==> src/urf_pkg.sv <==
// Package of constants for the UART receive buffer and flow-control block.
package urf_pkg;
   // ****************************************
   // Register indices (host register port)
   // ****************************************
   localparam logic [3:0] URF_A_RXH = 4'h0;
   localparam logic [3:0] URF_A_IER = 4'h1;
   localparam logic [3:0] URF_A_FCR = 4'h2;
   localparam logic [3:0] URF_A_LCR = 4'h3;
   localparam logic [3:0] URF_A_MCR = 4'h4;
   localparam logic [3:0] URF_A_LSR = 4'h5;
   localparam logic [3:0] URF_A_ISR = 4'h6;
   localparam logic [3:0] URF_A_EFR = 4'h7;
   localparam logic [3:0] URF_A_ON1 = 4'h8;
   localparam logic [3:0] URF_A_ON2 = 4'h9;
   localparam logic [3:0] URF_A_OF1 = 4'hA;
   localparam logic [3:0] URF_A_OF2 = 4'hB;
   localparam logic [3:0] URF_A_LVL = 4'hC;
   // ****************************************
   // Field positions
   // ****************************************
   localparam int URF_FCR_EN = 0;
   localparam int URF_MCR_RTS = 1;
   localparam int URF_EFR_ENH = 4;
   localparam int URF_EFR_SPC = 5;
   localparam int URF_EFR_ARTS = 6;
   localparam int URF_EFR_ACTS = 7;
   localparam int URF_IER_PAUSE = 5;
   localparam int URF_IER_RTS = 6;
   localparam int URF_IER_CTS = 7;
   localparam int URF_ISR_CHR = 4;
   localparam int URF_ISR_FLOW = 5;
   localparam int URF_LSR_TAG = 2;
   // ****************************************
   // Sizes and reset values
   // ****************************************
   localparam int URF_DEPTH = 128;
   localparam int URF_AW = 7;
   localparam int URF_EW = 11;
   localparam logic [7:0] URF_RST8 = 8'h00;
   // Two character times at the slowest framing of 12 bits per character.
   localparam int URF_BITS_2CHR = 24;
   typedef enum logic [1:0] {URF_SW_OFF, URF_SW_SINGLE, URF_SW_DOUBLE} urf_sw_t;
   typedef enum {URF_TX_IDLE, URF_TX_WAIT, URF_TX_C1, URF_TX_C2} urf_txs_t;
endpackage : urf_pkg

==> src/urf_fifo.sv <==
// Receive storage: 128 entries of data byte plus three error tags.
`timescale 1ns/100ps
`default_nettype none
module urf_fifo
   import urf_pkg::*;
(
   input wire logic REF_CLK_I,
   input wire logic RST_I,
   input wire logic clr_i,
   input wire logic wr_i,
   input wire logic [URF_EW-1:0] wdata_i,
   input wire logic rd_i,
   output logic [URF_EW-1:0] head_o,
   output logic [URF_AW:0] count_o
);
   // ****************************************
   // Storage
   // ****************************************
   logic [URF_EW-1:0] mem [URF_DEPTH];
   logic [URF_AW-1:0] wp_r;
   logic [URF_AW-1:0] rp_r;
   logic [URF_AW:0] cnt_r;
   logic do_wr;
   logic do_rd;
   assign do_wr = wr_i && (cnt_r != URF_AW'(0) + (URF_AW+1)'(URF_DEPTH));
   assign do_rd = rd_i && (cnt_r != '0);
   assign head_o = mem[rp_r];
   assign count_o = cnt_r;
   always_ff @(posedge REF_CLK_I) begin
      if (do_wr) begin
         mem[wp_r] <= wdata_i;
      end
   end
   always_ff @(posedge REF_CLK_I or posedge RST_I) begin
      if (RST_I) begin
         wp_r <= '0;
         rp_r <= '0;
         cnt_r <= '0;
      end else if (clr_i) begin
         wp_r <= '0;
         rp_r <= '0;
         cnt_r <= '0;
      end else begin
         if (do_wr) begin
            wp_r <= wp_r + 1'b1;
         end
         if (do_rd) begin
            rp_r <= rp_r + 1'b1;
         end
         if (do_wr && !do_rd) begin
            cnt_r <= cnt_r + 1'b1;
         end else if (do_rd && !do_wr) begin
            cnt_r <= cnt_r - 1'b1;
         end
      end
   end
endmodule : urf_fifo
`default_nettype wire

==> src/urf_top.sv <==
// Receive holding path, hardware and character flow control of a UART.
`timescale 1ns/100ps
`default_nettype none
module urf_top
   import urf_pkg::*;
(
   input wire logic REF_CLK_I,
   input wire logic RST_I,
   input wire logic [3:0] ADDR_I,
   input wire logic WR_I,
   input wire logic RD_I,
   input wire logic [7:0] WDATA_I,
   output logic [7:0] RDATA_O,
   input wire logic RX_VALID_I,
   input wire logic [7:0] RX_DATA_I,
   input wire logic [2:0] RX_ERR_I,
   input wire logic [1:0] SW_MODE_I,
   input wire logic [7:0] TRIG_LVL_I,
   input wire logic [7:0] UPPER_LVL_I,
   input wire logic [7:0] LOWER_LVL_I,
   input wire logic BIT_TICK_I,
   input wire logic CTS_N_I,
   input wire logic TX_CHAR_DONE_I,
   input wire logic FC_TX_READY_I,
   output logic RTS_N_O,
   output logic TX_HALT_O,
   output logic FC_TX_VALID_O,
   output logic [7:0] FC_TX_DATA_O,
   output logic RX_TRIG_O,
   output logic INT_O
);
   // ****************************************
   // Registers and synchronisers
   // ****************************************
   logic [7:0] ier_r, fcr_r, lcr_r, mcr_r, efr_r;
   logic [7:0] on1_r, on2_r, of1_r, of2_r;
   logic chr_flag_r, flow_flag_r;
   logic [1:0] cts_s_r;
   logic cts_r;
   logic cts_stop_r, pause_r, half_r, rts_r, rts_prev_r;
   logic [7:0] rd_data_r;
   logic [URF_EW-1:0] head;
   logic [URF_AW:0] fill;
   logic [7:0] wmask;
   logic hit_on1, hit_on2, hit_of1, hit_of2;
   logic pause_ev, resume_ev, consume, spc_hit;
   logic wr_fifo, rd_pop;
   logic [4:0] bit_cnt_r;
   logic sent_r;
   urf_txs_t txs_r;
   urf_sw_t sw;

   function automatic logic [7:0] len_mask(input logic [1:0] wl);
      len_mask = 8'hFF >> (3'(3) - 3'(wl));
   endfunction
   function automatic logic cmp(input logic [7:0] a, input logic [7:0] b,
                                input logic [7:0] m);
      cmp = ((a ^ b) & m) == 8'h00;
   endfunction

   assign sw = urf_sw_t'(SW_MODE_I);
   assign wmask = len_mask(lcr_r[1:0]);
   assign hit_on1 = cmp(RX_DATA_I, on1_r, wmask);
   assign hit_on2 = cmp(RX_DATA_I, on2_r, wmask);
   assign hit_of1 = cmp(RX_DATA_I, of1_r, wmask);
   assign hit_of2 = cmp(RX_DATA_I, of2_r, wmask);

   always_ff @(posedge REF_CLK_I or posedge RST_I) begin
      if (RST_I) begin
         cts_s_r <= 2'b11;
         cts_r <= 1'b1;
      end else begin
         cts_s_r <= {cts_s_r[0], CTS_N_I};
         cts_r <= cts_s_r[1];
      end
   end

   // ****************************************
   // Host register port
   // ****************************************
   // reset clears characters
   always_ff @(posedge REF_CLK_I or posedge RST_I) begin
      if (RST_I) begin
         ier_r <= URF_RST8;
         fcr_r <= URF_RST8;
         lcr_r <= URF_RST8;
         mcr_r <= URF_RST8;
         efr_r <= URF_RST8;
         on1_r <= URF_RST8;
         on2_r <= URF_RST8;
         of1_r <= URF_RST8;
         of2_r <= URF_RST8;
      end else if (WR_I) begin
         case (ADDR_I)
            URF_A_IER: ier_r <= efr_r[URF_EFR_ENH] ? WDATA_I : {3'b000, WDATA_I[4:0]};
            URF_A_FCR: fcr_r <= WDATA_I;
            URF_A_LCR: lcr_r <= WDATA_I;
            URF_A_MCR: mcr_r <= WDATA_I;
            URF_A_EFR: efr_r <= WDATA_I;
            URF_A_ON1: on1_r <= WDATA_I;
            URF_A_ON2: on2_r <= WDATA_I;
            URF_A_OF1: of1_r <= WDATA_I;
            URF_A_OF2: of2_r <= WDATA_I;
            default: begin
            end
         endcase
      end
   end

   assign rd_pop = RD_I && (ADDR_I == URF_A_RXH);
   always_ff @(posedge REF_CLK_I or posedge RST_I) begin
      if (RST_I) begin
         rd_data_r <= 8'h00;
      end else if (RD_I) begin
         case (ADDR_I)
            URF_A_RXH: rd_data_r <= head[7:0];
            URF_A_IER: rd_data_r <= ier_r;
            URF_A_FCR: rd_data_r <= fcr_r;
            URF_A_LCR: rd_data_r <= lcr_r;
            URF_A_MCR: rd_data_r <= mcr_r;
            URF_A_LSR: rd_data_r <= {3'b000, head[10:8], 1'b0, fill != '0};
            URF_A_ISR: rd_data_r <= {2'b00, flow_flag_r, chr_flag_r, 4'h0};
            URF_A_EFR: rd_data_r <= efr_r;
            URF_A_ON1: rd_data_r <= on1_r;
            URF_A_ON2: rd_data_r <= on2_r;
            URF_A_OF1: rd_data_r <= of1_r;
            URF_A_OF2: rd_data_r <= of2_r;
            URF_A_LVL: rd_data_r <= 8'(fill);
            default: rd_data_r <= 8'h00;
         endcase
      end
   end
   assign RDATA_O = rd_data_r;

   // ****************************************
   // Character matching
   // ****************************************
   // double match sequencing
   always_ff @(posedge REF_CLK_I or posedge RST_I) begin
      if (RST_I) begin
         half_r <= 1'b0;
      end else if (RX_VALID_I) begin
         half_r <= (sw == URF_SW_DOUBLE) && !half_r && (hit_of1 || (pause_r && hit_on1));
      end
   end
   assign pause_ev = RX_VALID_I && ((sw == URF_SW_SINGLE) ? (hit_of1 || hit_of2) :
                     (sw == URF_SW_DOUBLE) ? (half_r && hit_of2) : 1'b0);
   assign resume_ev = RX_VALID_I && pause_r && ((sw == URF_SW_SINGLE) ? (hit_on1 || hit_on2) :
                      (sw == URF_SW_DOUBLE) ? (half_r && hit_on2) : 1'b0);
   assign spc_hit = RX_VALID_I && efr_r[URF_EFR_SPC] && hit_of2;
   assign consume = (sw != URF_SW_OFF) && !efr_r[URF_EFR_SPC] &&
                    (pause_ev || resume_ev ||
                     (sw == URF_SW_DOUBLE && RX_VALID_I && (hit_of1 || hit_on1)));
   assign wr_fifo = RX_VALID_I && !consume;

   urf_fifo u_fifo (
      .REF_CLK_I(REF_CLK_I),
      .RST_I(RST_I),
      .clr_i(!fcr_r[URF_FCR_EN]),
      .wr_i(wr_fifo),
      .wdata_i({RX_ERR_I, RX_DATA_I}),
      .rd_i(rd_pop),
      .head_o(head),
      .count_o(fill)
   );

   // ****************************************
   // Transmit suspension
   // ****************************************
   always_ff @(posedge REF_CLK_I or posedge RST_I) begin
      if (RST_I) begin
         pause_r <= 1'b0;
      end else if (resume_ev) begin
         pause_r <= 1'b0;
      end else if (pause_ev && !efr_r[URF_EFR_SPC]) begin
         pause_r <= 1'b1;
      end
   end
   always_ff @(posedge REF_CLK_I or posedge RST_I) begin
      if (RST_I) begin
         cts_stop_r <= 1'b0;
      end else if (!efr_r[URF_EFR_ACTS] || !cts_r) begin
         cts_stop_r <= 1'b0;
      end else if (TX_CHAR_DONE_I || !TX_HALT_O) begin
         cts_stop_r <= 1'b1;
      end
   end
   assign TX_HALT_O = cts_stop_r || pause_r;

   // ****************************************
   // Status flags
   // ****************************************
   // pause flag, set beats clear
   always_ff @(posedge REF_CLK_I or posedge RST_I) begin
      if (RST_I) begin
         chr_flag_r <= 1'b0;
      end else if ((pause_ev && ier_r[URF_IER_PAUSE]) || spc_hit) begin
         chr_flag_r <= 1'b1;
      end else if (resume_ev || (RD_I && ADDR_I == URF_A_ISR)) begin
         chr_flag_r <= 1'b0;
      end
   end
   always_ff @(posedge REF_CLK_I or posedge RST_I) begin
      if (RST_I) begin
         flow_flag_r <= 1'b0;
         rts_prev_r <= 1'b1;
      end else begin
         rts_prev_r <= RTS_N_O;
         if ((ier_r[URF_IER_RTS] && RTS_N_O && !rts_prev_r) ||
             (ier_r[URF_IER_CTS] && cts_s_r[1] && !cts_r)) begin
            flow_flag_r <= 1'b1;
         end else if (RD_I && ADDR_I == URF_A_ISR) begin
            flow_flag_r <= 1'b0;
         end
      end
   end
   assign RX_TRIG_O = fcr_r[URF_FCR_EN] && (fill >= (URF_AW+1)'(TRIG_LVL_I));
   assign INT_O = chr_flag_r || flow_flag_r || RX_TRIG_O;

   // ****************************************
   // Request-to-send hysteresis
   // ****************************************
   // upper and lower levels
   always_ff @(posedge REF_CLK_I or posedge RST_I) begin
      if (RST_I) begin
         rts_r <= 1'b0;
      end else if (fill >= (URF_AW+1)'(UPPER_LVL_I)) begin
         rts_r <= 1'b1;
      end else if (fill <= (URF_AW+1)'(LOWER_LVL_I)) begin
         rts_r <= 1'b0;
      end
   end
   assign RTS_N_O = !mcr_r[URF_MCR_RTS] || (efr_r[URF_EFR_ARTS] && rts_r);

   // ****************************************
   // Pause and resume character sender
   // ****************************************
   // delay after crossing
   always_ff @(posedge REF_CLK_I or posedge RST_I) begin
      if (RST_I) begin
         txs_r <= URF_TX_IDLE;
         bit_cnt_r <= '0;
         sent_r <= 1'b0;
         FC_TX_DATA_O <= 8'h00;
      end else begin
         case (txs_r)
            URF_TX_IDLE: begin
               bit_cnt_r <= '0;
               if (sw != URF_SW_OFF && !sent_r && RX_TRIG_O) begin
                  txs_r <= URF_TX_WAIT;
               end else if (sent_r && fill <= (URF_AW+1)'(LOWER_LVL_I)) begin
                  txs_r <= URF_TX_C1;
                  sent_r <= 1'b0;
                  FC_TX_DATA_O <= on1_r;
               end
            end
            URF_TX_WAIT: begin
               if (BIT_TICK_I) begin
                  bit_cnt_r <= bit_cnt_r + 1'b1;
               end
               if (bit_cnt_r == 5'(URF_BITS_2CHR)) begin
                  txs_r <= URF_TX_C1;
                  sent_r <= 1'b1;
                  FC_TX_DATA_O <= of1_r;
               end
            end
            URF_TX_C1: begin
               if (FC_TX_READY_I) begin
                  txs_r <= (sw == URF_SW_DOUBLE) ? URF_TX_C2 : URF_TX_IDLE;
                  FC_TX_DATA_O <= sent_r ? of2_r : on2_r;
               end
            end
            URF_TX_C2: begin
               if (FC_TX_READY_I) begin
                  txs_r <= URF_TX_IDLE;
               end
            end
            default: txs_r <= URF_TX_IDLE;
         endcase
      end
   end
   assign FC_TX_VALID_O = (txs_r == URF_TX_C1) || (txs_r == URF_TX_C2);
endmodule : urf_top
`default_nettype wire

==> config.mk <==
export PLATFORM = sky130hd
export DESIGN_NAME = urf_top
export DESIGN_NICKNAME = d
export VERILOG_FILES = /design/src/urf_pkg.sv /design/src/urf_fifo.sv /design/src/urf_top.sv
export SDC_FILE = /design/constraint.sdc
export NUM_CORES = 2
export LEC_CHECK = 0
export ABC_CLOCK_PERIOD_IN_PS = 3500
export BUFFER_PORTS_ARGS = -buffer_cell sky130_fd_sc_hd__buf_4
export CAP_MARGIN = 40
export CORE_MARGIN = 5
export CORE_UTILIZATION = 57
export CTS_CLUSTER_DIAMETER = 100
export CTS_CLUSTER_SIZE = 12
export DETAILED_ROUTE_END_ITERATION = 12
export PLACE_DENSITY = 0.76
export REMOVE_ABC_BUFFERS = 1
export SETUP_SLACK_MARGIN = 0.02
export SKIP_LAST_GASP = 1
export SYNTH_ARGS = -nofsm -noshare
export SYNTH_HDL_FRONTEND = slang
export SYNTH_HIERARCHICAL = 1
export SYNTH_SLANG_ARGS = --single-unit
export TNS_END_PERCENT = 30
==> constraint.sdc <==
create_clock -name REF_CLK_I -period 3.5 [get_ports REF_CLK_I]
set_clock_uncertainty 0.1 [all_clocks]
set_input_delay 0.7 -clock REF_CLK_I [delete_from_list [all_inputs] [get_ports REF_CLK_I]]
set_output_delay 0.7 -clock REF_CLK_I [all_outputs]
set_load 0.1 [all_outputs]
* Word level (Yosys, flattened, before mapping)
Memories as Yosys holds them, arrays and structs flattened.
Cells that the tools add are included.
** Storage, ports and cells
- Memories kept :: 1
- Bits in registers :: 158
- Input bits :: 58
- Output and inout bits :: 21
- Memory bits (writable) :: 1408
** Memory list
- u_fifo.mem :: words 128, bits a word 11, read ports 1, clocked after memory_dff 0, wr ports 1, line urf_fifo.sv:19 : logic [URF_EW-1:0] mem [URF_DEPTH];
** Cells by class
- Equality and inequality tests :: 31
- Reductions and logical operators :: 87
- Mux-type cells :: 44
- Add/sub/neg operators :: 6
- Magnitude comparators :: 3
- Bitwise logic cells :: 8
- Shift operators :: 1
** Operator list (number)
- two-way mux 32 bit :: 5
- case mux 32 bit (4 select lines) :: 1
- case mux 8 bit (13 select lines) :: 1
- two-way mux 8 bit :: 9
- == test 32 x 2 -> 1 bit (second input constant) :: 2
- == test 32 x 3 -> 1 bit (second input constant) :: 2
- bitwise AND 8 bit :: 4
- == test 32 x 1 -> 1 bit (second input constant) :: 1
- logical AND 1 bit :: 32
- logical NOT 32 bit :: 1
- logical NOT 8 bit :: 4
- bitwise XOR 8 bit :: 4
- two-way mux 7 bit :: 4
- case mux 8 bit (3 select lines) :: 1
- == test 4 bit (second input constant) :: 5
- AND reduction 2 bit :: 10
- two-way mux 1 bit :: 19
- == test 4 x 3 -> 1 bit (second input constant) :: 4
- greater-or-equal comparator 8 bit :: 2
- logical OR 1 bit :: 16
- adder 7 x 1 -> 7 bit (second input constant) :: 2
- nonzero test 2 bit :: 7
- != test 2 bit (second input constant) :: 6
- logical NOT 1 bit :: 11
- 24 further kinds :: 27

* Longest topological paths before layout
- Word-level depth :: 19
- Gate-level depth with buffers :: 19

* Modules after synthesis
The synthesis kept the hierarchy.
** By module, submodules not included
- urf_fifo :: instances 1, area an instance 55595.8 µm², cells each 2456
- urf_top :: instances 1, area an instance 6442.4 µm², cells each 633

* Worst setup path after synthesis
Ideal clock, no wire load.
- Path type :: input to register
- From :: in RX_DATA_I[7]
- To :: reg u_fifo.cnt_r[7] (netlist: u_fifo/count_o[7])
- Arrival :: 4185 ps
- Setup time :: 86 ps
- Buffers on the path :: 1
- Slack :: -871 ps
- Cell stages on the path :: 18
- Cell sequence :: clkbuf_1 xor2_1 a21oi_1 o2111a_1 nor3_1 o21a_1 a21oi_1 o21ai_0 inv_1 a21oi_1 nand2_1 ha_1 a21o_1 a21oi_1 o21ai_0 o41a_1 o221a_2 nor3_1
** On the way
- Cells in the longest elaborated chain, start to end :: 16
- Elaborated cells on any way between the ends :: 36
- Classes of those cells :: eq/ne: 1; mux: 6; bitwise: 8; reduce/logical: 21
** Ends and longest elaborated chain
- start, declared :: line urf_top.sv:15 : input wire logic [7:0] RX_DATA_I,
- bitwise XOR 8 bit :: line urf_top.sv:58 : cmp = ((a ^ b) & m) == 8'h00;
- bitwise AND 8 bit :: line urf_top.sv:58
- logical NOT 8 bit :: line urf_top.sv:58
- logical AND 1 bit, on equally long branches :: line urf_top.sv:147, urf_top.sv:149
- two-way mux 1 bit, on equally long branches :: line urf_top.sv:147, urf_top.sv:149
- two-way mux 1 bit, on equally long branches :: line urf_top.sv:146, urf_top.sv:148
- logical AND 1 bit, on equally long branches :: line urf_top.sv:146, urf_top.sv:148
- logical OR 1 bit :: line urf_top.sv:152 : (pause_ev || resume_ev ||
- logical OR 1 bit (*) :: line urf_top.sv:152
- logical AND 1 bit (*) :: line urf_top.sv:151 : assign consume = (sw != URF_SW_OFF) && !efr_r[URF_EFR_SPC] &&
- logical NOT 1 bit (*) :: line urf_top.sv:154 : assign wr_fifo = RX_VALID_I && !consume;
- logical AND 1 bit (*) :: line urf_top.sv:154
- net wr_fifo :: line urf_top.sv:47 : logic wr_fifo, rd_pop;
- logical AND 1 bit (*) :: line urf_fifo.sv:25 : assign do_wr = wr_i && (cnt_r != URF_AW'(0) + (URF_AW+1)'(URF_DEPTH));
- logical NOT 1 bit or logical AND 1 bit (tied branches) :: line urf_fifo.sv:52, urf_fifo.sv:50
- logical AND 1 bit or two-way mux 8 bit (tied branches) :: line urf_fifo.sv:52, urf_fifo.sv:50
- != test 3 x 1 -> 1 bit (no source line) or two-way mux 8 bit (tied branches)
- end signal, assigned :: line urf_fifo.sv:51 : cnt_r <= cnt_r + 1'b1;
- end signal, assigned :: line urf_fifo.sv:53 : cnt_r <= cnt_r - 1'b1;
- end, declared :: line urf_fifo.sv:22 : logic [URF_AW:0] cnt_r;
Mark *: on every way through the listed nets, which the timed path passes. The rest lies on a longest branch.
A chain may end at the register's enable or synchronous reset.

* Worst setup path in the final report
- From :: reg u_fifo.rp_r[0]
- To :: reg rd_data_r[1] (netlist: RDATA_O[1])
** On the way
- Cells in the longest elaborated chain, start to end :: 2
** Ends and longest elaborated chain
- start, declared :: line urf_fifo.sv:21 : logic [URF_AW-1:0] rp_r;
- start signal, assigned :: line urf_fifo.sv:48 : rp_r <= rp_r + 1'b1;
- memory (128 x 11 bit)
- net head[1] :: line urf_top.sv:42 : logic [URF_EW-1:0] head;
- case mux 8 bit (13 select lines) :: line urf_top.sv:115 : case (ADDR_I)
- end signal, assigned :: line urf_top.sv:116 : URF_A_RXH: rd_data_r <= head[7:0];
- end signal, assigned :: line urf_top.sv:117 : URF_A_IER: rd_data_r <= ier_r;
- end signal, assigned :: line urf_top.sv:118 : URF_A_FCR: rd_data_r <= fcr_r;
- end, declared :: line urf_top.sv:41 : logic [7:0] rd_data_r;
The timed path passes the listed nets, and every way through them passes these cells.

==> run_results.csv <==
group,metric,value,unit
logic_synthesis,synth.yosys.warnings,6,
logic_synthesis,synth_flop_cell,"edfxtp_1",
logic_synthesis,synth_top_area_share,0.682,
finish,nFillCells,6560,
global_routing,grt_max_degree,85,
clock_tree,htree_levels,4,
power_and_ir_drop,seqPwrFrac,0.520,
flow_run,cap_violations,0,
routing,drc,0,
clock_tree,cts_made_buffers,145,
routing,vias,34166,
setup_path,cp_max_fo,7,
logic_synthesis,synth.largest_area_cell,"edfxtp_1",
sta,period_share,1.20,
sta,setup_ws,-0.707,ns
power_and_ir_drop,comb_power_share,0.127,
logic_synthesis,synth.cell_area,0.0620,sq mm
power_and_ir_drop,p_leak,24.1,nW
power_and_ir_drop,p_int,30.2,mW
logic_synthesis,yosys_register_bits,1536,
clock_tree,path_clk_slew,0.06,ns
logic_synthesis,ys_types,70,
routing,wl,164000,microns
die,num_io_pins,79,
global_routing,grt_pass1_vias,35635,
global_routing,antenna_found_initial,7,
clock_tree,cts_max_path_buffers,3,
logic_synthesis,synthTopCellsByArea,"edfxtp_1, mux4_2, dfrtp_1",
routing,drt_iter0_markers,5055,
die,dieArea,0.116,sq mm
setup_path,start_kind,"register",
global_routing,overflow,0,
clock_tree,clock_sinks,1536,
sta,rsz0062_at_grt,"yes",
die,die_width,340,microns
finish,final_common_cell,"edfxtp_1",
global_routing,grt_pass1_wl,242000,microns
routing,met2_length,79100,microns
status,violations,"negative setup slack",
finish,layout.cells.most_common_list,"edfxtp_1, buf_4, mux4_2",
setup_path,required,3.97,ns
routing,antenna_left,0,
clock_tree,clk_latency,0.76,ns
die,core_region_area,0.109,sq mm
finish,area_delta_synth_final,17.9,%
logic_synthesis,async_flop_share,0.0833,
routing,wirelength_met1,59700,microns
logic_synthesis,synth_cells,3089,
finish,final_area,0.0731,sq mm
finish,drive_gt1_frac,0.368,
setup_path,rrSetupSlack,-0.71,ns
sta,hold_viol_final,0,
sta,worst_pin_slew,1.05,ns
min_path,whs_path_depth,2,
status,status,"finished, violations left",
clock_tree,cts_tree,"built",
die,initial_core_util,0.572,
power_and_ir_drop,p_clk_frac,0.353,
power_and_ir_drop,ir_drop,0.418,mV
setup_path,end_kind,"register",
sta,drv_slew,0,
logic_synthesis,ys_seq_area_frac,0.733,
logic_synthesis,avgSynthCellArea,20.1,sq um
setup_path,r2r_cells,17,
setup_path,cp-startpoint,"u_fifo/rp_r[0]$_DFFE_PP0P_",
placement,place_hpwl,103000,microns
setup_path,arrival,4.68,ns
power_and_ir_drop,p_per_area,546,mW/mm^2
routing,wire_per_inst,31.9,microns
routing,met3_length,18200,microns
placement,port_buffers,78,
power_and_ir_drop,switching_share,0.245,
power_and_ir_drop,p_sw,9.81,mW
sta,slew_headroom,0.297,
setup_path,timing.rr.start,"u_fifo/rp_r[0]$_DFFE_PP0P_",
sta,setup_violations,10,
finish,nNetsFinal,3783,
clock_tree,cts_root_buf,"clkbuf_16",
global_routing,grt.total_usage,0.286,
setup_path,crit_end,"RDATA_O[1]$_DFFE_PP0P_",
placement,place_area,0.0678,sq mm
routing,viasPerCell,6.64,
sta,finalCriticalPeriod,4.21,ns
logic_synthesis,synth_edf_count,1408,
sta,setup_tns,-4.96,ns
min_path,hp-class,"in -> reg",
sta,fmax,0.238,GHz
setup_path,critical_path_class,"reg -> reg",
routing,first_pass_iters,7,
setup_path,regToRegEndpoint,"RDATA_O[1]$_DFFE_PP0P_",
die,die_y,340,microns
placement,gp_congestion,0.938,
routing,top_layer,"met5",
die,num_rows,121,
-- flip-flops by register name, indices dropped and copies added (netlist names), 2 cells and up --
register / flops
on2_r: 8
ier_r: 8
bit_cnt_r: 5
of1_r: 8
fcr_r: 8
txs_r: 2
u_fifo/rp_r: 7
RDATA_O: 8
FC_TX_DATA_O: 8
of2_r: 8
cts_s_r: 2
efr_r: 8
u_fifo/count_o: 8
mcr_r: 8
u_fifo/wp_r: 7
u_fifo/mem: 1408
on1_r: 8
lcr_r: 8
-- cells by family after synthesis --
family / Yosys count / share of synthesized area
adders and majority gates: 39 / 0.00799
and+or+nand+nor: 404 / 0.0291
buffers and inverters: 217 / 0.0174
muxes: 581 / 0.176
xor gates and xnor gates: 46 / 0.00649
DFF: 1536 / 0.733
AOI/OAI and AO/OA: 266 / 0.0297
-- per-layer routing --
layer / GRT usage / vias to the layer above
met2: 0.454 / 2299
met1: 0.392 / 17625
met4: 0.113 / 10
li1: - / 13812
met5: 0 / -
met3: 0.0689 / 420
-- synth_stat cells, drive strengths merged (6+ instances only) --
cell / count
nor2b: 36
edfxtp: 1408
nor3: 19
a32oi: 7
ha: 38
nor4: 6
nand2b: 8
mux2: 96
nand4: 8
nand3: 29
clkbuf: 67
inv: 58
dfrtp: 124
a211oi: 33
nand2: 81
a21o: 9
and2: 6
xnor2: 24
o221ai: 14
o21ai: 31
mux2i: 86
o22ai: 16
o31ai: 7
a221oi: 8
mux4: 399
o21a: 6
a31oi: 7
buf: 91
a21oi: 59
nor2: 197
a22oi: 29
xor2: 22
-- how the worst min path moves through the flow --
stage                    startpoint                     end  slack, ns
3_5_place_dp   cts_s_r[0]$_DFF_PP1_    cts_s_r[1]$_DFF_PP1_       0.25
2_1_floorplan  cts_s_r[0]$_DFF_PP1_    cts_s_r[1]$_DFF_PP1_       0.25
5_1_grt              TX_CHAR_DONE_I  cts_stop_r$_DFFE_PP0P_       0.07
6_report             TX_CHAR_DONE_I  cts_stop_r$_DFFE_PP0P_       0.09
4_1_cts              TX_CHAR_DONE_I  cts_stop_r$_DFFE_PP0P_       0.04
3_3_place_gp   cts_s_r[0]$_DFF_PP1_    cts_s_r[1]$_DFF_PP1_       0.25
-- timing repair --
item,in CTS,in global routing
endpoints found under the setup margin,1208,940
gates cloned,5,1
resized for setup,102,52
hold endpoints to repair,52,0
hold buffers,2,0
pin swaps,29,27
setup buffers,33,13
-- cell type report --
| class | instances | area, sq um | share of cell area |
|---|---|---|---|
| timing repair buffer | 608 | 5620 | 0.0769 |
| antenna | 2 | 5.00 | 0.0000684 |
| inverter | 59 | 224 | 0.00306 |
| tap | 1414 | 1770 | 0.0242 |
| clock buffer | 180 | 3870 | 0.0529 |
| multi-input combinational | 1336 | 16000 | 0.219 |
| clock inverter | 10 | 136 | 0.00187 |
| sequential | 1536 | 45500 | 0.622 |
-- metrics by stage --
stage                      util  hold slack, ns  total power, mW  cells  setup slack, ns
after floorplan               -           0.245             23.9   2931           -13.12
after global placement    0.624           0.251             25.5   4897           -0.946
after detailed placement  0.625           0.254             25.7   4899           -0.995
after CTS                 0.670          0.0354             39.9   5129           -0.635
after global routing      0.674          0.0676             41.3   5144           -0.742
final                     0.674          0.0892             40.0   5145           -0.707
-- worst max-delay path, cell delays in order, from the launching register on --
cell and delay, ns:
dfrtp_4 0.53, buf_12 0.15, buf_16 0.15, buf_12 0.14
mux4_2 0.41, nor2b_1 0.16, a211oi_2 0.31, buf_4 0.18
a21oi_1 0.05, a2111oi_2 0.37, buf_4 0.18, a311oi_4 0.05
mux4_2 0.50, nor2b_4 0.15, a211oi_4 0.21, a21oi_2 0.07
a21oi_2 0.21, o22ai_1 0.10
-- power by group through the flow --
stage                     combinational, mW  sequential, mW  clock, mW
after floorplan                        2.23            21.6          0
after global placement                 4.39            21.1          0
after detailed placement               4.53            21.1          0
after CTS                              4.88            20.8       14.2
after global routing                   5.36            20.8       15.1
final                                  5.07            20.8       14.1
No activity file was read; power rests on OpenSTA's default activity.
